===== src/logic/uef_pkg.sv =====
// Purpose: shared constants for the endpoint and frame register block
// Assumes: 8-bit register port, 100 MHz clock
// Notes: offsets are byte addresses on the register port
package uef_pkg;
    localparam int ADDR_W = 8;
    localparam int DATA_W = 8;
    localparam int NUM_EP = 3;
    localparam int FRAME_W = 11;
    localparam int BYCT_W = 7;
    localparam int DIV_W = 2;
    localparam int FIFO_DEPTH = 64;
    localparam real CLK_PERIOD_NS = 10.0;
    // register offsets
    localparam logic [7:0] OFS_FRAME_LOW = 8'hba;
    localparam logic [7:0] OFS_FRAME_HIGH = 8'hbb;
    localparam logic [7:0] OFS_EP_IRQ_ENABLE = 8'hc2;
    localparam logic [7:0] OFS_EP_SELECT = 8'hc7;
    localparam logic [7:0] OFS_FIFO_WINDOW = 8'hcf;
    localparam logic [7:0] OFS_IRQ_STATUS = 8'hd8;
    localparam logic [7:0] OFS_IRQ_MASK = 8'hd9;
    localparam logic [7:0] OFS_RX_BYTE_COUNT = 8'he2;
    localparam logic [7:0] OFS_CLOCK_DIV = 8'hea;
    // field positions in the frame high register
    localparam int FNH_VALID_BIT = 5;
    localparam int FNH_ERROR_BIT = 4;
    // field position of the start-of-frame event in the irq status register
    localparam int IRQ_SOF_BIT = 3;
    localparam int IRQ_W = 4;
    // reset values
    localparam logic [7:0] RST_BYTE = 8'h00;
    localparam logic [10:0] RST_FRAME = 11'h000;
    localparam logic [2:0] RST_EP_BITS = 3'h0;
    localparam logic [3:0] RST_IRQ = 4'h0;
    localparam logic [1:0] RST_DIV = 2'h0;
    localparam logic [6:0] RST_BYCT = 7'h00;
endpackage


===== src/logic/uef_fifo.sv =====
// Purpose: one endpoint byte fifo, show-ahead head
// Assumes: push and pop may happen in one cycle
// Notes: storage has no reset, contents undefined after reset
`timescale 1ns/10ps
`default_nettype none
module uef_fifo #(
    parameter int WIDTH = 8,
    parameter int DEPTH = 64
)
(
    // clock and reset
    input wire logic i_clk,
    input wire logic i_rst_n,
    // fill side
    input wire logic i_push,
    input wire logic [WIDTH-1:0] i_wdata,
    output logic o_full,
    // drain side
    input wire logic i_pop,
    output logic [WIDTH-1:0] o_head,
    output logic o_empty
);
    localparam int PTR_W = $clog2(DEPTH);
    logic [WIDTH-1:0] mem [DEPTH];
    logic [PTR_W-1:0] wr_ptr;
    logic [PTR_W-1:0] rd_ptr;
    logic [PTR_W:0] level;
    logic [PTR_W-1:0] next_wr_ptr;
    logic [PTR_W-1:0] next_rd_ptr;
    logic [PTR_W:0] next_level;
    logic do_push;
    logic do_pop;

    assign o_full = (level == (PTR_W+1)'(DEPTH));
    assign o_empty = (level == '0);
    assign o_head = mem[rd_ptr];
    // overflow and underflow are dropped, not wrapped
    assign do_push = i_push && !o_full;
    assign do_pop = i_pop && !o_empty;

    always_comb
    begin
        next_wr_ptr = do_push ? wr_ptr + 1'b1 : wr_ptr;
        next_rd_ptr = do_pop ? rd_ptr + 1'b1 : rd_ptr;
        next_level = level;
        if (do_push && !do_pop)
        begin
            next_level = level + 1'b1;
        end
        else if (do_pop && !do_push)
        begin
            next_level = level - 1'b1;
        end
    end

    always_ff @(posedge i_clk or negedge i_rst_n)
    begin
        if (!i_rst_n)
        begin
            wr_ptr <= '0;
            rd_ptr <= '0;
            level <= '0;
        end
        else
        begin
            wr_ptr <= next_wr_ptr;
            rd_ptr <= next_rd_ptr;
            level <= next_level;
        end
    end

    always_ff @(posedge i_clk)
    begin
        if (do_push)
        begin
            mem[wr_ptr] <= i_wdata;
        end
    end
endmodule
`default_nettype wire


===== src/logic/uef_top.sv =====
// Purpose: endpoint enables, fifo window, byte count, frame number, clock divider
// Assumes: link strobes come from the serial engine on the same clock
// Notes: register reads answer one cycle after the read strobe
// Functional notes
// - one irq enable bit per endpoint, bits 2..0 for endpoints 2..0.
// - reserved bits of every register read as zero.
// - the window pushes or pops a byte of the selected endpoint fifo.
// - the 7-bit count shows bytes received after the data pid of the last packet of the selected endpoint.
// - frame number low 8 bits in one register, upper 3 bits in bits 2..0 of another.
// - a good sof loads the frame number, a corrupted one leaves it alone.
// - a good sof sets the valid bit at position 5.
// - a corrupted sof sets the error bit at position 4.
// - both sof check bits are re-evaluated on every sof.
// - the sof interrupt fires on the sof pid, before the check.
// - a 2-bit field in bits 1..0 selects the controller clock divide ratio.
// - both frame registers are read-only, reset to zero, writes ignored.
// - an endpoint flag sets only on an endpoint event with its enable set.
//
// The implementer's own choice: the strobed register port.
`timescale 1ns/10ps
`default_nettype none
module uef_top #(
    parameter int FIFO_DEPTH = uef_pkg::FIFO_DEPTH
)
(
    // clock and reset
    input wire logic I_CLK,
    input wire logic I_RST_N,
    // register port
    input wire logic [7:0] I_ADDR,
    input wire logic [7:0] I_WDATA,
    input wire logic I_WR,
    input wire logic I_RD,
    output logic [7:0] O_RDATA,
    // start of frame from the serial engine
    input wire logic I_SOF_PID,
    input wire logic I_SOF_DONE,
    input wire logic I_SOF_CRC_OK,
    input wire logic [10:0] I_SOF_FRAME,
    // received data packet
    input wire logic I_RX_PID,
    input wire logic I_RX_BYTE,
    input wire logic [7:0] I_RX_DATA,
    input wire logic I_RX_END,
    input wire logic [1:0] I_RX_EP,
    // transmit drain
    input wire logic I_TX_POP,
    input wire logic [1:0] I_TX_EP,
    output logic [7:0] O_TX_DATA,
    // endpoint status events
    input wire logic [2:0] I_EP_EVENT,
    // interrupt and clock
    output logic O_IRQ,
    output logic O_USB_CLK
);
    localparam int NEP = uef_pkg::NUM_EP;

    logic [2:0] ep_irq_enable;
    logic [1:0] endpoint_select;
    logic [10:0] frame_number;
    logic sof_frame_valid;
    logic sof_frame_error;
    logic [3:0] irq_status;
    logic [3:0] irq_mask;
    logic [1:0] usb_clock_div_select;
    logic [1:0] div_count;
    logic usb_clk;
    logic [6:0] rx_run_count;
    logic [6:0] rx_byte_count [NEP];
    logic [7:0] rdata;
    logic [7:0] tx_data;
    logic irq;

    logic [2:0] next_ep_irq_enable;
    logic [1:0] next_endpoint_select;
    logic [10:0] next_frame_number;
    logic next_sof_frame_valid;
    logic next_sof_frame_error;
    logic [3:0] next_irq_status;
    logic [3:0] next_irq_mask;
    logic [1:0] next_usb_clock_div_select;
    logic [1:0] next_div_count;
    logic next_usb_clk;
    logic [6:0] next_rx_run_count;
    logic [6:0] next_rx_byte_count [NEP];
    logic [7:0] next_rdata;
    logic [7:0] next_tx_data;
    logic next_irq;

    logic [7:0] fifo_head [NEP];
    logic [NEP-1:0] fifo_empty;
    logic [7:0] window_byte;
    logic [6:0] sel_byte_count;
    logic sel_ok;
    logic fw_wr_window;
    logic fw_rd_window;

    assign sel_ok = (endpoint_select < 2'(NEP));
    assign fw_wr_window = I_WR && (I_ADDR == uef_pkg::OFS_FIFO_WINDOW);
    assign fw_rd_window = I_RD && (I_ADDR == uef_pkg::OFS_FIFO_WINDOW);
    assign window_byte = sel_ok ? fifo_head[endpoint_select] : uef_pkg::RST_BYTE;
    assign sel_byte_count = sel_ok ? rx_byte_count[endpoint_select] : uef_pkg::RST_BYCT;

    // a link byte and a firmware byte for one endpoint in one cycle: link wins
    for (genvar g = 0; g < NEP; g++)
    begin : g_ep
        logic rx_hit;
        logic fw_hit;
        logic tx_hit;
        assign rx_hit = I_RX_BYTE && (I_RX_EP == 2'(g));
        assign fw_hit = endpoint_select == 2'(g);
        assign tx_hit = I_TX_POP && (I_TX_EP == 2'(g));
        uef_fifo #(
            .WIDTH(uef_pkg::DATA_W),
            .DEPTH(FIFO_DEPTH)
        )
        u_fifo (
            .i_clk(I_CLK),
            .i_rst_n(I_RST_N),
            .i_push(rx_hit || (fw_wr_window && fw_hit)),
            .i_wdata(rx_hit ? I_RX_DATA : I_WDATA),
            .o_full(),
            .i_pop(tx_hit || (fw_rd_window && fw_hit)),
            .o_head(fifo_head[g]),
            .o_empty(fifo_empty[g])
        );
    end

    always_comb
    begin
        next_ep_irq_enable = ep_irq_enable;
        next_endpoint_select = endpoint_select;
        next_frame_number = frame_number;
        next_sof_frame_valid = sof_frame_valid;
        next_sof_frame_error = sof_frame_error;
        next_irq_status = irq_status;
        next_irq_mask = irq_mask;
        next_usb_clock_div_select = usb_clock_div_select;
        next_rx_run_count = rx_run_count;
        next_rx_byte_count = rx_byte_count;
        next_rdata = uef_pkg::RST_BYTE;
        next_tx_data = tx_data;
        // frame registers have no write decode at all
        if (I_WR)
        begin
            case (I_ADDR)
                uef_pkg::OFS_EP_IRQ_ENABLE: next_ep_irq_enable = I_WDATA[2:0];
                uef_pkg::OFS_EP_SELECT: next_endpoint_select = I_WDATA[1:0];
                uef_pkg::OFS_IRQ_MASK: next_irq_mask = I_WDATA[3:0];
                uef_pkg::OFS_CLOCK_DIV: next_usb_clock_div_select = I_WDATA[1:0];
                default:
                begin
                end
            endcase
        end
        if (I_SOF_DONE)
        begin
            if (I_SOF_CRC_OK)
            begin
                next_frame_number = I_SOF_FRAME;
                next_sof_frame_valid = 1'b1;
                next_sof_frame_error = 1'b0;
            end
            else
            begin
                next_sof_frame_valid = 1'b0;
                next_sof_frame_error = 1'b1;
            end
        end
        // count restarts at the data pid and is published at packet end
        if (I_RX_PID)
        begin
            next_rx_run_count = uef_pkg::RST_BYCT;
        end
        else if (I_RX_BYTE)
        begin
            next_rx_run_count = rx_run_count + 1'b1;
        end
        if (I_RX_END && (I_RX_EP < 2'(NEP)))
        begin
            next_rx_byte_count[I_RX_EP] = rx_run_count;
        end
        if (I_RD)
        begin
            case (I_ADDR)
                uef_pkg::OFS_FRAME_LOW: next_rdata = frame_number[7:0];
                uef_pkg::OFS_FRAME_HIGH:
                    next_rdata = {2'h0, sof_frame_valid, sof_frame_error, 1'b0,
                        frame_number[10:8]};
                uef_pkg::OFS_EP_IRQ_ENABLE: next_rdata = {5'h00, ep_irq_enable};
                uef_pkg::OFS_EP_SELECT: next_rdata = {6'h00, endpoint_select};
                uef_pkg::OFS_FIFO_WINDOW: next_rdata = window_byte;
                uef_pkg::OFS_IRQ_STATUS: next_rdata = {4'h0, irq_status};
                uef_pkg::OFS_IRQ_MASK: next_rdata = {4'h0, irq_mask};
                uef_pkg::OFS_RX_BYTE_COUNT: next_rdata = {1'b0, sel_byte_count};
                uef_pkg::OFS_CLOCK_DIV: next_rdata = {6'h00, usb_clock_div_select};
                default: next_rdata = uef_pkg::RST_BYTE;
            endcase
            if (I_ADDR == uef_pkg::OFS_IRQ_STATUS)
            begin
                next_irq_status = uef_pkg::RST_IRQ;
            end
        end
        // sets come after the read clear so an event in that cycle survives
        next_irq_status[2:0] = next_irq_status[2:0] | (I_EP_EVENT & ep_irq_enable);
        if (I_SOF_PID)
        begin
            next_irq_status[uef_pkg::IRQ_SOF_BIT] = 1'b1;
        end
        next_irq = |(next_irq_status & next_irq_mask);
        if (I_TX_POP && (I_TX_EP < 2'(NEP)))
        begin
            next_tx_data = fifo_head[I_TX_EP];
        end
    end

    // divided clock: half period of select+1 cycles, ratio 2*(select+1)
    always_comb
    begin
        next_div_count = div_count + 1'b1;
        next_usb_clk = usb_clk;
        if (div_count >= usb_clock_div_select)
        begin
            next_div_count = uef_pkg::RST_DIV;
            next_usb_clk = !usb_clk;
        end
    end

    always_ff @(posedge I_CLK or negedge I_RST_N)
    begin
        if (!I_RST_N)
        begin
            ep_irq_enable <= uef_pkg::RST_EP_BITS;
            endpoint_select <= uef_pkg::RST_DIV;
            frame_number <= uef_pkg::RST_FRAME;
            sof_frame_valid <= 1'b0;
            sof_frame_error <= 1'b0;
            irq_status <= uef_pkg::RST_IRQ;
            irq_mask <= uef_pkg::RST_IRQ;
            usb_clock_div_select <= uef_pkg::RST_DIV;
            div_count <= uef_pkg::RST_DIV;
            usb_clk <= 1'b0;
            rx_run_count <= uef_pkg::RST_BYCT;
            for (int i = 0; i < NEP; i++)
            begin
                rx_byte_count[i] <= uef_pkg::RST_BYCT;
            end
            rdata <= uef_pkg::RST_BYTE;
            tx_data <= uef_pkg::RST_BYTE;
            irq <= 1'b0;
        end
        else
        begin
            ep_irq_enable <= next_ep_irq_enable;
            endpoint_select <= next_endpoint_select;
            frame_number <= next_frame_number;
            sof_frame_valid <= next_sof_frame_valid;
            sof_frame_error <= next_sof_frame_error;
            irq_status <= next_irq_status;
            irq_mask <= next_irq_mask;
            usb_clock_div_select <= next_usb_clock_div_select;
            div_count <= next_div_count;
            usb_clk <= next_usb_clk;
            rx_run_count <= next_rx_run_count;
            rx_byte_count <= next_rx_byte_count;
            rdata <= next_rdata;
            tx_data <= next_tx_data;
            irq <= next_irq;
        end
    end

    assign O_RDATA = rdata;
    assign O_TX_DATA = tx_data;
    assign O_IRQ = irq;
    assign O_USB_CLK = usb_clk;
endmodule
`default_nettype wire


===== config.mk =====
export PLATFORM = sky130hd
export DESIGN_NAME = uef_top
export DESIGN_NICKNAME = d
export VERILOG_FILES = /design/src/logic/uef_pkg.sv /design/src/logic/uef_fifo.sv /design/src/logic/uef_top.sv
export SDC_FILE = /design/constraint.sdc
export NUM_CORES = 2
export LEC_CHECK = 0
export ABC_AREA = 1
export BUFFER_PORTS_ARGS = -buffer_cell sky130_fd_sc_hd__buf_2
export CORE_MARGIN = 3
export CORE_UTILIZATION = 40
export DETAILED_ROUTE_END_ITERATION = 12
export GPL_TIMING_DRIVEN = 0
export PLACE_DENSITY = 0.61
export SYNTH_ARGS = -nofsm -noshare
export SYNTH_HDL_FRONTEND = slang
export SYNTH_SLANG_ARGS = --single-unit
export TNS_END_PERCENT = 50

===== constraint.sdc =====
create_clock -name I_CLK -period 6.3 [get_ports I_CLK]
set_clock_uncertainty 0.05 [all_clocks]
set_input_delay 1.26 -clock I_CLK [delete_from_list [all_inputs] [get_ports I_CLK]]
set_output_delay 1.26 -clock I_CLK [all_outputs]
set_load 0.02 [all_outputs]

==> flow_metrics.env <==
export IMPL_outcome="complete, no violations"
export IMPL_die_x_um=425.0
export IMPL_ant_nets=0
export IMPL_cp_start_kind="flip-flop"
export IMPL_first_iter_violations=5927
export IMPL_fill_cells=15880
export IMPL_path_max_fanout=10
export IMPL_power_switching_mw=14.15
export IMPL_cts_tree="yes"
export IMPL_synth_area_leaders="edfxtp_1 (66%), nand2_1 (12%), nand3_1 (6.1%), dfrtp_1 (4.7%), nor2_1 (3.0%)"
export IMPL_clkPwrFrac_pct=29.1
export IMPL_worst_pin_slew_ns=1.413
export IMPL_wire_per_inst_um=23.64
export IMPL_via_per_inst=5.360
export IMPL_synth_async_reset_ratio_pct=7.969
export IMPL_worstReg2RegStart="endpoint_select[0]$_DFFE_PN0P_"
export IMPL_num_vias=49740
export IMPL_cts_resized=0
export IMPL_min_period_over_period_pct=75.32
export IMPL_p_int_mw=21.39
export IMPL_setup_viol=0
export IMPL_end_kind="flip-flop"
export IMPL_synth_edf_count=1536
export IMPL_numCtsBuffers=175
export IMPL_seq_area_sq_um=49450
export IMPL_placed_area_sq_um=74940
export IMPL_power_density_nw_per_um2=440.5
export IMPL_clk_pin_slew_ns=0.06
export IMPL_vdd_ir_drop_max_mv=0.3070
export IMPL_path_class="flip-flop to flip-flop"
export IMPL_rows=153
export IMPL_drt_wl_total_mm=219.4
export IMPL_seq_power_share_pct=36.0
export IMPL_clockBufferDepth=3
export IMPL_grt_pass1_vias=47710
export IMPL_cap_viol_max_count=0
export IMPL_dr_pass1_iters=10
export IMPL_cts_sinks=1669
export IMPL_synth_seq_cells=1669
export IMPL_die_area_sq_um=180600
export IMPL_holdBufCountCts=0
export IMPL_grt_max_degree=73
export IMPL_power_total_mw=35.54
export IMPL_final_util_pct=46.32
export IMPL_cts_setup_buffers=0
export IMPL_initial_core_util_pct=40.30
export IMPL_r2r_end="g_ep[0].u_fifo.mem[51][7]$_DFFE_PP_"
export IMPL_hold_class="input pin to asynchronous set/reset pin"
export IMPL_die_height_um=425.0
export IMPL_maxSlewHeadroom_pct=5.044
export IMPL_whs_ns=0.3906
export IMPL_critical_path_arrival_ns=5.15
export IMPL_pwr_share_comb_pct=34.9
export IMPL_r2r_setup_slack_ns=1.55
export IMPL_drive_gt1_share_pct=8.161
export IMPL_port_buffers=70
export IMPL_p_leak_nw=30.60
export IMPL_clock_root_buffer="clkbuf_16"
export IMPL_multi_input_area_sq_um=18370
export IMPL_cts_max_level=4
export IMPL_synth_top_flop_cell="edfxtp_1"
export IMPL_synth_cell_type_count=43
export IMPL_grt_overflow=0
export IMPL_timing_hold_violations_final=0
export IMPL_core_sq_um=174200
export IMPL_yosys_warnings=0
export IMPL_antenna_found_initial=6
export IMPL_avgSynthCellArea_sq_um=10.80
export IMPL_gp_congestion=1.002
export IMPL_track_usage_pct=23.94
export IMPL_synthesis_area_sq_um=70210
export IMPL_layout_min_cycle_time_ns=4.745
export IMPL_yosysSeqAreaShare_pct=70.44
export IMPL_slew_viol_final=0
export IMPL_clock_fmax_ghz=0.2107
export IMPL_rsz0062_at_grt="no"
export IMPL_drc=0
export IMPL_syn_nets=6584
export IMPL_dp_hpwl_mm=157.2
export IMPL_grt_first_pass_wirelength_mm=317.5
export IMPL_synth_largest_area_cell="edfxtp_1"
export IMPL_io_pins=71
export IMPL_rr_worst_depth=7
export IMPL_yosysTopAreaCellShare_pct=65.70
export IMPL_required_ns=6.70
export IMPL_finalNetCount=6884
export IMPL_clk_latency_ns=0.84
export IMPL_area_growth_pct=14.92
export IMPL_final_area_sq_um=80690
export IMPL_p_sw_share_pct=39.82
export IMPL_synthCells=6501
[power by group through the flow]
stage | Sequential (mW) | Clock [mW] | Combinational (mW)
after floorplan | 13.0 | 0 | 6.96
after global placement | 13.1 | 0 | 11.8
after detailed placement | 13.0 | 0 | 12.1
after CTS | 12.8 | 10.4 | 12.1
after global routing | 12.8 | 10.9 | 13.2
final | 12.8 | 10.3 | 12.4
[layout make-up]
cell class	instances	share of cell area, %
Sequential cell	1669	61.29
Inverter	331	1.540
Antenna cell	7	0.02171
Buffer	327	1.780
Timing Repair Buffer	123	1.901
Tap cell	2325	3.605
Multi-Input combinational cell	4174	22.77
Clock inverter	109	1.419
Clock buffer	215	5.676
[critical path, cell delays in order (launching register included)]
cell and delay [ns]:
dfrtp_1 0.42, nor2_1 0.46, inv_1 0.27, o21ai_0 0.73, nand2_1 0.39, clkinv_1 0.35
nand3_1 0.70, nor2_1 0.98
[synthesized netlist by cell type, drive strengths merged, types with 2 or more instances]
cell,count
buf,200
o22a,6
a31oi,11
nor4,5
edfxtp,1536
nor3,15
or2,2
nand2,2208
o211ai,41
o21bai,2
nand3,854
a211oi,2
a22o,4
o22ai,2
a22oi,2
xnor2,4
o21ai,197
a221oi,2
clkinv,11
inv,320
clkbuf,127
nor2,562
xor2,34
dfrtp,133
fa,3
a21oi,158
nand4,23
ha,27
a21boi,4
[metal layers]
layer | vias up | GRT usage, % | share of wire (%)
met5 | - | 0 | 0
met4 | 0 | 13.83 | 6.4
met3 | 531 | 4.096 | 8.0
met2 | 2349 | 38.65 | 47
met1 | 24090 | 30.49 | 39
li1 | 22770 | - | -
[worst max-delay path by stage]
stage	startpoint	endpoint	slack [ns]	depth (start not counted)
2_1_floorplan	I_RX_EP[1]	g_ep[0].u_fifo.mem[0][0]$_DFFE_PP_	1.28	4
3_3_place_gp	I_RX_EP[1]	g_ep[0].u_fifo.mem[2][3]$_DFFE_PP_	-5.12	5
3_5_place_dp	I_ADDR[5]	g_ep[0].u_fifo.mem[51][1]$_DFFE_PP_	0.90	10
4_1_cts	endpoint_select[0]$_DFFE_PN0P_	g_ep[0].u_fifo.mem[51][4]$_DFFE_PP_	1.72	7
5_1_grt	endpoint_select[0]$_DFFE_PN0P_	g_ep[0].u_fifo.level[6]$_DFFE_PN0P_	1.56	17
6_report	endpoint_select[0]$_DFFE_PN0P_	g_ep[0].u_fifo.mem[51][7]$_DFFE_PP_	1.55	7
[flip-flops by register name, summed over array words and instances (netlist names), 3 cells and up]
name	count
O_RDATA	8
O_TX_DATA	8
ep_irq_enable	3
frame_number	11
g_ep.u_fifo.level	21
g_ep.u_fifo.mem	1536
g_ep.u_fifo.rd_ptr	18
g_ep.u_fifo.wr_ptr	18
irq_mask	4
irq_status	4
rx_byte_count	21
rx_run_count	7
[stage by stage]
step / cells / TNS (ns) / worst slack (ns)
2_1_floorplan: 6501 / 0 / 1.284
3_3_place_gp: 8896 / -5933.60 / -5.117
3_5_place_dp: 8949 / 0 / 0.9028
4_1_cts: 9273 / 0 / 1.721
5_1_grt: 9277 / 0 / 1.558
6_report: 9280 / 0 / 1.555
[layout by cell type, fill, tap and decap left out, types with 27 or more instances in the layout]
| cell | count |
|---|---|
| a21oi_1 | 158 |
| buf_1 | 47 |
| buf_12 | 30 |
| buf_2 | 215 |
| clkbuf_1 | 162 |
| clkbuf_16 | 175 |
| clkinv_1 | 48 |
| clkinv_2 | 37 |
| dfrtp_1 | 133 |
| edfxtp_1 | 1536 |
| ha_1 | 27 |
| inv_1 | 316 |
| nand2_1 | 2208 |
| nand3_1 | 854 |
| nor2_1 | 561 |
| o211ai_1 | 41 |
| o21ai_0 | 170 |
| xor2_1 | 34 |
[logic make-up (layout without fill, tap and decap cells)]
family	Yosys count	count (layout)	share of synthesized area, %
other cells	0	7	0
buf+inv	658	1105	3.816
fa+ha+maj	30	30	0.5667
xor+xnor	38	38	0.4740
flops	1669	1669	70.44
mux	1	1	0.01604
compound gates	433	433	3.365
simple gates	3672	3672	21.33
No activity file was read; power rests on OpenSTA's default activity.
